<file path="src/logic/lrdc_pkg.sv">
// Shared constants, types and helpers for the low-alert and diode calibration block
package lrdc_pkg;

  localparam int           NUM_CH       = 8;
  localparam int           NUM_REMOTE   = 7;
  localparam int           CH_W         = 3;
  localparam int           TEMP_W       = 11;
  localparam int           CODE_W       = 5;
  localparam int           MILLI_W      = 11;

  localparam logic [7:0]   ADDR_LOW_FLAGS   = 8'h47;
  localparam logic [7:0]   ADDR_CANCEL      = 8'h4A;
  localparam logic [7:0]   ADDR_IDEAL_CODE  = 8'h4B;
  localparam logic [7:0]   ADDR_IDEAL_SEL   = 8'h4C;

  localparam logic [7:0]   LOW_FLAGS_RST    = 8'h00;
  localparam logic [6:0]   CANCEL_RST       = 7'h00;
  localparam logic [6:0]   IDEAL_SEL_RST    = 7'h00;
  localparam logic [4:0]   IDEAL_CODE_DEF   = 5'h09;
  localparam logic [10:0]  IDEAL_MILLI_BASE = 11'h3E7;
  localparam logic [7:0]   RDATA_NONE       = 8'h00;

  localparam logic [CH_W-1:0] LOCAL_CH      = 3'h0;
  localparam logic [CH_W-1:0] TOP_REMOTE_CH = 3'h7;
  localparam int           LOCAL_FLAG_BIT   = 6;

  localparam int           CLK_HZ           = 10_000_000;
  localparam int           EXT_TIME_MS      = 125;
  localparam int           EXT_CYCLES       = (EXT_TIME_MS * (CLK_HZ / 1000));

  typedef struct packed {
    logic                wr;
    logic                rd;
    logic [7:0]          addr;
    logic [7:0]          wdata;
  } lrdc_reg_req_s;

  typedef struct packed {
    logic                      valid;
    logic [CH_W-1:0]           ch;
    logic signed [TEMP_W-1:0]  temp;
    logic signed [TEMP_W-1:0]  low_limit;
  } lrdc_result_s;

  // Flag position of a channel: remote 7 on top, local just below it
  function automatic logic [7:0] lrdc_flag_mask(input logic [CH_W-1:0] ch);
    logic [7:0] m;
    m = 8'h00;
    if (ch == TOP_REMOTE_CH)
      m[7] = 1'b1;
    else if (ch == LOCAL_CH)
      m[LOCAL_FLAG_BIT] = 1'b1;
    else
      m[ch - 3'h1] = 1'b1;
    return m;
  endfunction

endpackage

</file>
<file path="src/logic/lrdc_ext_timer.sv">
// Conversion-extension timer for series-resistance cancellation
`timescale 1ns/1ps
module lrdc_ext_timer
  import lrdc_pkg::*;
#(
  parameter int CYCLES = EXT_CYCLES
)(
  input  wire logic clk,
  input  wire logic sys_rst,
  input  wire logic start,
  output logic      busy
);

  localparam int CNT_W = $clog2(CYCLES + 1);

  logic [CNT_W-1:0] cnt_r;
  logic [CNT_W-1:0] cnt_nxt;
  logic             busy_r;
  logic             busy_nxt;

  always_comb
  begin
    cnt_nxt  = cnt_r;
    busy_nxt = busy_r;
    if (start)
    begin
      cnt_nxt  = CNT_W'(CYCLES - 1);
      busy_nxt = 1'b1;
    end
    else if (busy_r)
    begin
      if (cnt_r == '0)
        busy_nxt = 1'b0;
      else
        cnt_nxt = cnt_r - CNT_W'(1);
    end
  end

  always_ff @(posedge clk or posedge sys_rst)
  begin
    if (sys_rst)
    begin
      cnt_r  <= '0;
      busy_r <= 1'b0;
    end
    else
    begin
      cnt_r  <= cnt_nxt;
      busy_r <= busy_nxt;
    end
  end

  assign busy = busy_r;

endmodule

</file>
<file path="src/logic/lrdc_top.sv">
// Low-alert flags, ideality selection and resistance-cancellation control
//
// Summary of operation
// - Set channel low flag when temperature below limit
// - Flag bits: remote7, local, remote6 to remote1
// - All low flags reset to zero
// - Read clears flags; next conversion sets again
// - Remote channels default to ideality 1.008
// - Per-channel choice: default or programmed ideality
// - Ideality code at 0x4B, five low bits
// - Code decodes linearly from 0.999, step 0.001
// - Independent cancellation enable per remote channel
// - Cancellation register at 0x4A, resets zero
// - Cancellation lengthens remote conversion by 125ms
`timescale 1ns/1ps
module lrdc_top
  import lrdc_pkg::*;
#(
  parameter int EXT_CNT = EXT_CYCLES
)(
  input  wire logic                              clk,
  input  wire logic                              sys_rst,
  input  wire lrdc_reg_req_s                     reg_req,
  output logic [7:0]                             reg_rdata,
  input  wire lrdc_result_s                      conv_res,
  input  wire logic                              conv_start,
  input  wire logic [CH_W-1:0]                   conv_start_ch,
  output logic                                   conv_extend,
  output logic [NUM_REMOTE-1:0]                  cancel_en,
  output logic [NUM_REMOTE-1:0][CODE_W-1:0]      ideality_code_out,
  output logic [NUM_REMOTE-1:0][MILLI_W-1:0]     ideality_milli
);

  // Register state
  logic [7:0]                           low_flags_r;
  logic [7:0]                           low_flags_nxt;
  logic [NUM_REMOTE-1:0]                cancel_r;
  logic [NUM_REMOTE-1:0]                cancel_nxt;
  logic [NUM_REMOTE-1:0]                sel_r;
  logic [NUM_REMOTE-1:0]                sel_nxt;
  logic [CODE_W-1:0]                    code_r;
  logic [CODE_W-1:0]                    code_nxt;
  logic [7:0]                           rdata_r;
  logic [7:0]                           rdata_nxt;

  // Applied calibration per remote channel
  logic [NUM_REMOTE-1:0][CODE_W-1:0]    app_code_r;
  logic [NUM_REMOTE-1:0][CODE_W-1:0]    app_code_nxt;
  logic [NUM_REMOTE-1:0][MILLI_W-1:0]   milli_r;
  logic [NUM_REMOTE-1:0][MILLI_W-1:0]   milli_nxt;

  logic                                 ext_start;
  logic [7:0]                           set_mask;
  logic                                 rd_flags;

  // Thousandths value of the default factor, loaded at reset
  localparam logic [MILLI_W-1:0] MILLI_DEF =
    MILLI_W'(IDEAL_MILLI_BASE + MILLI_W'(IDEAL_CODE_DEF));

  // Events of this cycle: a low result and a read of the flags
  always_comb
  begin
    set_mask = 8'h00;
    if (conv_res.valid && (conv_res.temp < conv_res.low_limit))
      set_mask = lrdc_flag_mask(conv_res.ch);
    rd_flags = reg_req.rd && (reg_req.addr == ADDR_LOW_FLAGS);
  end

  // Flag register: cleared by a completed read, set again by a result
  always_comb
  begin
    low_flags_nxt = low_flags_r;
    if (rd_flags)
      low_flags_nxt = 8'h00;
    // A set in the clearing cycle survives the clear
    low_flags_nxt = low_flags_nxt | set_mask;
  end

  // Cancellation enables, one per remote channel
  always_comb
  begin
    cancel_nxt = cancel_r;
    if (reg_req.wr && (reg_req.addr == ADDR_CANCEL))
      cancel_nxt = reg_req.wdata[NUM_REMOTE-1:0];
  end

  // Ideality code and per-channel choice; unused upper bits are dropped
  always_comb
  begin
    sel_nxt  = sel_r;
    code_nxt = code_r;
    if (reg_req.wr)
    begin
      unique case (reg_req.addr)
        ADDR_IDEAL_CODE: code_nxt = reg_req.wdata[CODE_W-1:0];
        ADDR_IDEAL_SEL:  sel_nxt  = reg_req.wdata[NUM_REMOTE-1:0];
        default:         code_nxt = code_r;
      endcase
    end
  end

  // Read data is captured before a clear in the same cycle
  always_comb
  begin
    rdata_nxt = rdata_r;
    if (reg_req.rd)
    begin
      unique case (reg_req.addr)
        ADDR_LOW_FLAGS:  rdata_nxt = low_flags_r;
        ADDR_CANCEL:     rdata_nxt = {1'b0, cancel_r};
        ADDR_IDEAL_CODE: rdata_nxt = {3'h0, code_r};
        ADDR_IDEAL_SEL:  rdata_nxt = {1'b0, sel_r};
        default:         rdata_nxt = RDATA_NONE;
      endcase
    end
  end

  // Per-channel ideality choice and linear decode to thousandths
  genvar gi;
  generate
    for (gi = 0; gi < NUM_REMOTE; gi++)
    begin : g_ch
      always_comb
      begin
        app_code_nxt[gi] = sel_r[gi] ? code_r : IDEAL_CODE_DEF;
        milli_nxt[gi]    = IDEAL_MILLI_BASE + MILLI_W'(app_code_nxt[gi]);
      end
    end
  endgenerate

  // Remote conversion with cancellation on gets the extension window
  always_comb
  begin
    ext_start = 1'b0;
    // The local channel has no cancellation enable
    if (conv_start && (conv_start_ch != LOCAL_CH))
      ext_start = cancel_r[conv_start_ch - 3'h1];
  end

  // A start during a running window restarts it at the full count
  lrdc_ext_timer #(
    .CYCLES (EXT_CNT)
  ) u_ext (
    .clk     (clk),
    .sys_rst (sys_rst),
    .start   (ext_start),
    .busy    (conv_extend)
  );

  always_ff @(posedge clk or posedge sys_rst)
  begin
    if (sys_rst)
    begin
      low_flags_r <= LOW_FLAGS_RST;
    end
    else
    begin
      low_flags_r <= low_flags_nxt;
    end
  end

  always_ff @(posedge clk or posedge sys_rst)
  begin
    if (sys_rst)
    begin
      cancel_r <= CANCEL_RST;
    end
    else
    begin
      cancel_r <= cancel_nxt;
    end
  end

  always_ff @(posedge clk or posedge sys_rst)
  begin
    if (sys_rst)
    begin
      sel_r  <= IDEAL_SEL_RST;
      code_r <= IDEAL_CODE_DEF;
    end
    else
    begin
      sel_r  <= sel_nxt;
      code_r <= code_nxt;
    end
  end

  always_ff @(posedge clk or posedge sys_rst)
  begin
    if (sys_rst)
    begin
      rdata_r <= RDATA_NONE;
    end
    else
    begin
      rdata_r <= rdata_nxt;
    end
  end

  // Applied calibration; reset gives every channel the default factor
  always_ff @(posedge clk or posedge sys_rst)
  begin
    if (sys_rst)
    begin
      app_code_r <= {NUM_REMOTE{IDEAL_CODE_DEF}};
      milli_r    <= {NUM_REMOTE{MILLI_DEF}};
    end
    else
    begin
      app_code_r <= app_code_nxt;
      milli_r    <= milli_nxt;
    end
  end

  assign reg_rdata         = rdata_r;
  assign cancel_en         = cancel_r;
  assign ideality_code_out = app_code_r;
  assign ideality_milli    = milli_r;

endmodule

</file>
<file path="config.mk">
export PLATFORM = sky130hd
export DESIGN_NAME = lrdc_top
export DESIGN_NICKNAME = d
export VERILOG_FILES = /design/src/logic/lrdc_pkg.sv /design/src/logic/lrdc_ext_timer.sv /design/src/logic/lrdc_top.sv
export SDC_FILE = /design/constraint.sdc
export NUM_CORES = 1
export LEC_CHECK = 0
export ABC_CLOCK_PERIOD_IN_PS = 8300
export BUFFER_PORTS_ARGS = -buffer_cell sky130_fd_sc_hd__buf_2
export CAP_MARGIN = 30
export CORE_MARGIN = 5
export CORE_UTILIZATION = 57
export DETAILED_ROUTE_END_ITERATION = 8
export PLACE_DENSITY = 0.81
export SYNTH_ARGS = -nofsm -noshare
export SYNTH_HDL_FRONTEND = slang
export SYNTH_SLANG_ARGS = --single-unit
</file>
<file path="constraint.sdc">
create_clock -name clk -period 8.3 [get_ports clk]
set_clock_uncertainty 0.1 [all_clocks]
set_input_delay 1.245 -clock clk [delete_from_list [all_inputs] [get_ports clk]]
set_output_delay 1.245 -clock clk [all_outputs]
set_load 0.1 [all_outputs]
</file>
## After elaboration in Yosys (flattened, before gate mapping)

Cells that the tools add are included.

| storage, ports and cells | value |
|---|---|
| bits of input ports | 50 |
| register bits after elaboration | 169 |
| output and inout bits | 128 |
| word-level logic and storage cells | 80 |

| operators by class | value |
|---|---|
| eq/ne operators | 6 |
| reductions and logical operators | 12 |
| bitwise operators | 1 |
| add/sub/neg operators | 10 |
| multiplexer cells | 26 |
| $lt $le $gt $ge | 4 |

Operators by type and width:

| operator | number |
|---|---|
| 10-bit by 5-bit adder with 11-bit output (first input constant) | 7 |
| 21-bit two-way mux | 3 |
| 5-bit two-way mux | 7 |
| 8-bit by 7-bit == test with 1-bit output (second input constant) | 4 |
| 8-bit case mux with 4 select lines | 1 |
| 21-bit zero test | 1 |
| 21-bit by 1-bit subtractor with 21-bit output (second input constant) | 1 |
| 8-bit two-way mux | 2 |
| 11-bit < comparator | 1 |
| 1-bit two-way mux | 9 |
| 3-bit by 4-bit < comparator with 1-bit output (second input constant) | 2 |
| 8-bit OR | 1 |
| 7-bit two-way mux | 1 |
| 6-bit two-way mux | 1 |
| 2-bit AND reduction | 3 |
| 3-bit by 1-bit subtractor with 3-bit output (second input constant) | 2 |
| 1-bit logical AND | 5 |
| 1-bit binary-select mux with 3-bit select | 1 |
| 1-bit demux with 3-bit select | 1 |
| 3-bit == test (second input constant) | 1 |
| 3-bit by 1-bit greater-or-equal comparator with 1-bit output (second input constant) | 1 |
| 3-bit zero test | 1 |
| 3-bit nonzero test | 1 |
| 2-bit inequality test (second input constant) | 1 |
| 2-bit nonzero test | 1 |

## Longest topological paths before layout

| depth | value |
|---|---|
| depth after elaboration | 9 |
| gate-level depth with buffers | 8 |

## Hierarchy

From an unflattened synthesis, not the netlist that was laid out.

| second synthesis, totals | value |
|---|---|
| cell total of the unflattened synthesis | 593 |
| area, all modules | 7011.7 µm² |

By module, submodules not included:

| module | area an instance (µm²) | times used | cells each |
|---|---|---|---|
| lrdc_top | 5768.0 | 1 | 471 |
| lrdc_ext_timer | 1243.7 | 1 | 122 |

## Worst setup path before layout

No wires, ideal clock.

| timing path | value |
|---|---|
| path kind | input-to-reg |
| start point | input conv_res[10] (netlist bit) |
| end point | register low_flags_r[6] |
| setup slack | 5.554 ns |
| buffers on the path | 0 |
| arrival time | 2.524 ns |
| data required time | 8.078 ns |
| library setup time | 0.122 ns |
| cell stages on the path | 7 |
| path through | inv_1 ha_1 a21oi_1 o21ai_0 nor3_1 xnor2_2 a32o_1 |

| on the way | value |
|---|---|
| longest elaborated chain between the ends | 4 |

RTL lines:

| element | line | text |
|---|---|---|
| from (decl) | lrdc_top.sv:25 | `input wire lrdc_result_s conv_res,` |
| 11-bit < comparator | lrdc_top.sv:64 | `if (conv_res.valid && (conv_res.temp < conv_res.low_limit))` |
| 1-bit logical AND | lrdc_top.sv:64 |  |
| 8-bit two-way mux | lrdc_top.sv:64 |  |
| 8-bit OR | lrdc_top.sv:76 | `low_flags_nxt = low_flags_nxt \| set_mask;` |
| via low_flags_nxt[6] | lrdc_top.sv:36 | `logic [7:0] low_flags_nxt;` |
| to (signal assigned) | lrdc_top.sv:158 | `low_flags_r <= low_flags_nxt;` |
| to (decl) | lrdc_top.sv:35 | `logic [7:0] low_flags_r;` |

The timed path passes the listed nets, and every way through them passes these cells.
A chain may end at the register's enable or synchronous reset.

## Worst setup path after layout

| timing path | value |
|---|---|
| start point | input conv_start_ch[0] |
| end point | register u_ext.cnt_r[7] |

| on the way | value |
|---|---|
| longest elaborated chain between the ends | 6 |
| elaborated cells on any way between the ends | 10 |
| those cells by class | add/sub: 1; eq/ne: 1; mux: 4; reduce/logical: 4 |

RTL lines:

| element | line | text |
|---|---|---|
| from (decl) | lrdc_top.sv:27 | `input wire logic [CH_W-1:0] conv_start_ch,` |
| 3-bit by 1-bit subtractor with 3-bit output | lrdc_top.sv:137 | `ext_start = cancel_r[conv_start_ch - 3'h1];` |
| 1-bit binary-select mux with 3-bit select | lrdc_top.sv:137 |  |
| 1-bit two-way mux (implied by the code) | lrdc_top.sv:137 |  |
| 1-bit two-way mux (*) | lrdc_top.sv:136 | `if (conv_start && (conv_start_ch != LOCAL_CH))` |
| 2-bit inequality test (no source line) or 2-bit nonzero test (tied branches) | n/a |  |
| 2-bit AND reduction (no source line) | n/a |  |
| to (signal assigned) | lrdc_ext_timer.sv:48 | `cnt_r <= cnt_nxt;` |
| to (decl) | lrdc_ext_timer.sv:16 | `logic [CNT_W-1:0] cnt_r;` |

Mark *: on every way between the ends. The rest lies on a longest branch, timed or not. The select of a mux whose other input is x is not followed.

==> results.json <==
{
  "syn_area_sq_um": 6904,
  "cp_top_family": "compound AO/OA/AOI/OAI gates",
  "cts_max_level": 4,
  "yosysMostFrequentCell": "dfrtp_1",
  "row_count": 40,
  "yosys.area.top_type_share_pct": 40.23,
  "crit_fanout": 12,
  "core_area_sq_um": 11960,
  "grtUsageTotal_pct": 23.03,
  "clk_path_buf_depth": 2,
  "grt_pass1_wl_microns": 25930,
  "die_x_microns": 120.1,
  "cts_root_buf": "clkbuf_16",
  "clock-sinks": 162,
  "syn_area_per_cell_sq_um": 11.86,
  "areaGrowthSynthToFinish_pct": 23.49,
  "p_total_w": 0.001979,
  "ys_types": 58,
  "initial_core_util_pct": 57.72,
  "grt_max_degree": 84,
  "port_buffers": 176,
  "async_flop_share_pct": 100.0,
  "vdd_drop_max_mv": 0.1364,
  "dp_hpwl_microns": 11450,
  "maxCapViolations": 0,
  "drt_pass1_iterations": 5,
  "rsz0062_at_grt": "no",
  "path_class": "primary input to flip-flop",
  "io_pins": 178,
  "vias": 4920,
  "synth_fp_nets": 663,
  "yosysWarnings": 0,
  "clk-insertion-delay-late_ps": 420,
  "cp_slowest_cell": "o2111ai_1",
  "synth_edf_count": 0,
  "hold_class": "flip-flop to flip-flop",
  "slew_viol_final": 0,
  "slowest_delay_ps": 850,
  "worst_slew_pin_slew_ps": 1037,
  "crit_path_end_kind": "flip-flop",
  "power.density_nw_per_um2": 232.2,
  "cts_tree": "yes",
  "finalCritPeriodShare_pct": 37.22,
  "synth_top_area_cell": "dfrtp_1",
  "routed_wl_microns": 15920,
  "dieArea_sq_um": 14410,
  "status": "finished, final reports clean",
  "synth-main-ff-cell": "dfrtp_1",
  "initialDrtViolationCount": 271,
  "first_global_vias": 5239,
  "cts_buffers": 17,
  "die_h_microns": 120.1,
  "drc": 0,
  "yosysSeqAreaShare_pct": 59.64,
  "required_ps": 8420,
  "drive_gt1_share_pct": 38.28,
  "synth_top_cells_by_area": "dfrtp_1 40%, dfstp_2 19%, ha_1 5.6%, inv_1 3.9%, mux2_2 3.1%",
  "gp_congestion": 0.8376,
  "drtAntennaViolNets": 0,
  "relSlewSlack_pct": 30.81,
  "grt_antenna_before_repair": 2,
  "grt_remaining_overflow": 0,
  "max_freq_ghz": 0.3237,
  "clkTransAtPathRegs_ps": 60,
  "leakage_nw": 4.295,
  "hold_viol": 0,
  "finalSetupTns_ps": 0,
  "cp_data_arrival_time_ps": 3210,
  "synth_commonest_cells": "111 x dfrtp_1, 71 x inv_1, 51 x dfstp_2",
  "cp_cell_sequence": "buf_2 > inv_1 > ha_1 > mux2i_1 > o21ai_0 > o2111ai_1 > o311ai_0",
  "period_needed_ps": 3090,
  "viasPerCell": 5.365,
  "setup_viol": 0,
  "hold_buffers": 0,
  "start_kind": "primary input",
  "finish.utilization_pct": 71.28,
  "ys_ff_latch": 162,
  "routedWlPerCell_microns": 17.36,
  "cts_setup_buffers": 0,
  "cp.buffers_inverters": 2,
  "cts_resized": 0,
  "fin_nets": 836,
  "syn_inst": 582
}
-- per-stage QoR --
step | cells | setup slack, ps | instance area (sq um) | hold slack (ps)
floorplan | 582 | 2663 | 6904 | 289.5
global placement | 882 | 4875 | 7864 | 382.4
detailed placement | 882 | 4827 | 7864 | 396.2
CTS | 914 | 5256 | 8493 | 410.2
global route | 917 | 5048 | 8526 | 429.0
finish | 917 | 5210 | 8526 | 405.2
-- worst register-to-register path, delay by kind of cell, from the launching register on --
family / cells / cell delay, ps
flops: 1 / 680
simple gates: 3 / 1550
-- final cells by class --
type	count	area, sq um
flip-flops and latches	162	4118
fillers	828	3436
repair buffers	178	915.9
well taps	147	183.9
multi-input cells	325	2402
clock inverters	10	145.1
diodes	2	5.005
inverters	71	271.5
clock buffers	22	484.2
-- layer usage --
metal | routed length, microns | global-route usage [%]
met5 | 0 | 0
met4 | 429 | 9.306
met3 | 1206 | 6.503
met2 | 8309 | 40.74
met1 | 5969 | 26.21
-- registers in the layout, indices dropped and copies added (netlist names) --
| signal | cells |
|---|---|
| ideality_milli | 70 |
| ideality_code_out | 35 |
| u_ext.cnt_r | 21 |
| low_flags_r | 8 |
| reg_rdata | 8 |
| cancel_en | 7 |
| sel_r | 7 |
| code_r | 5 |
| u_ext.busy | 1 |
-- placed cells by master, fill, tap and decap left out, types with 4 or more instances in the layout --
cell type / instances
mux2_2: 19
clkbuf_16: 17
nand3_1: 11
nand2_1: 48
nand4_1: 4
nand2b_1: 23
inv_1: 70
a32o_1: 7
o22ai_1: 8
a21boi_0: 7
nor2_1: 19
ha_1: 31
xor2_1: 6
o22a_1: 5
xnor2_1: 16
clkbuf_8: 4
nor3_1: 12
dfrtp_1: 111
nor2b_1: 11
a21oi_1: 12
dfstp_2: 51
o21ai_0: 6
and3_1: 12
buf_2: 176
a22oi_1: 12
and2_1: 17
-- power by group --
group	internal [W]	leakage (nW)	switching, W	total (W)
combinational	0.0000795	1.99	0.000201	0.000280
sequential	0.000844	2.00	0.0000451	0.000889
clock	0.000508	0.303	0.000302	0.000810
-- logic make-up after synthesis --
family	synth area share, %
compound gates	7.449
xor+xnor	3.026
fa+ha+maj	5.618
buf+inv	5.564
flops	59.64
mux	4.023
simple gates	14.68
-- path summary, 6_finish.rpt --
path                                   from                 end  slack (ps)  cells past startpoint
min in group asynchronous           sys_rst  ideality_milli[55]         850                      2
setup reg to reg                  code_r[4]  ideality_milli[31]        5860                      3
hold reg to reg              low_flags_r[1]      low_flags_r[1]         410                      1
setup / recovery           conv_start_ch[0]      u_ext.cnt_r[7]        5210                      7
hold / removal               low_flags_r[1]      low_flags_r[1]         410                      1
max in group asynchronous           sys_rst  ideality_milli[53]        6210                      4
Power figures use the tool's default switching activity.
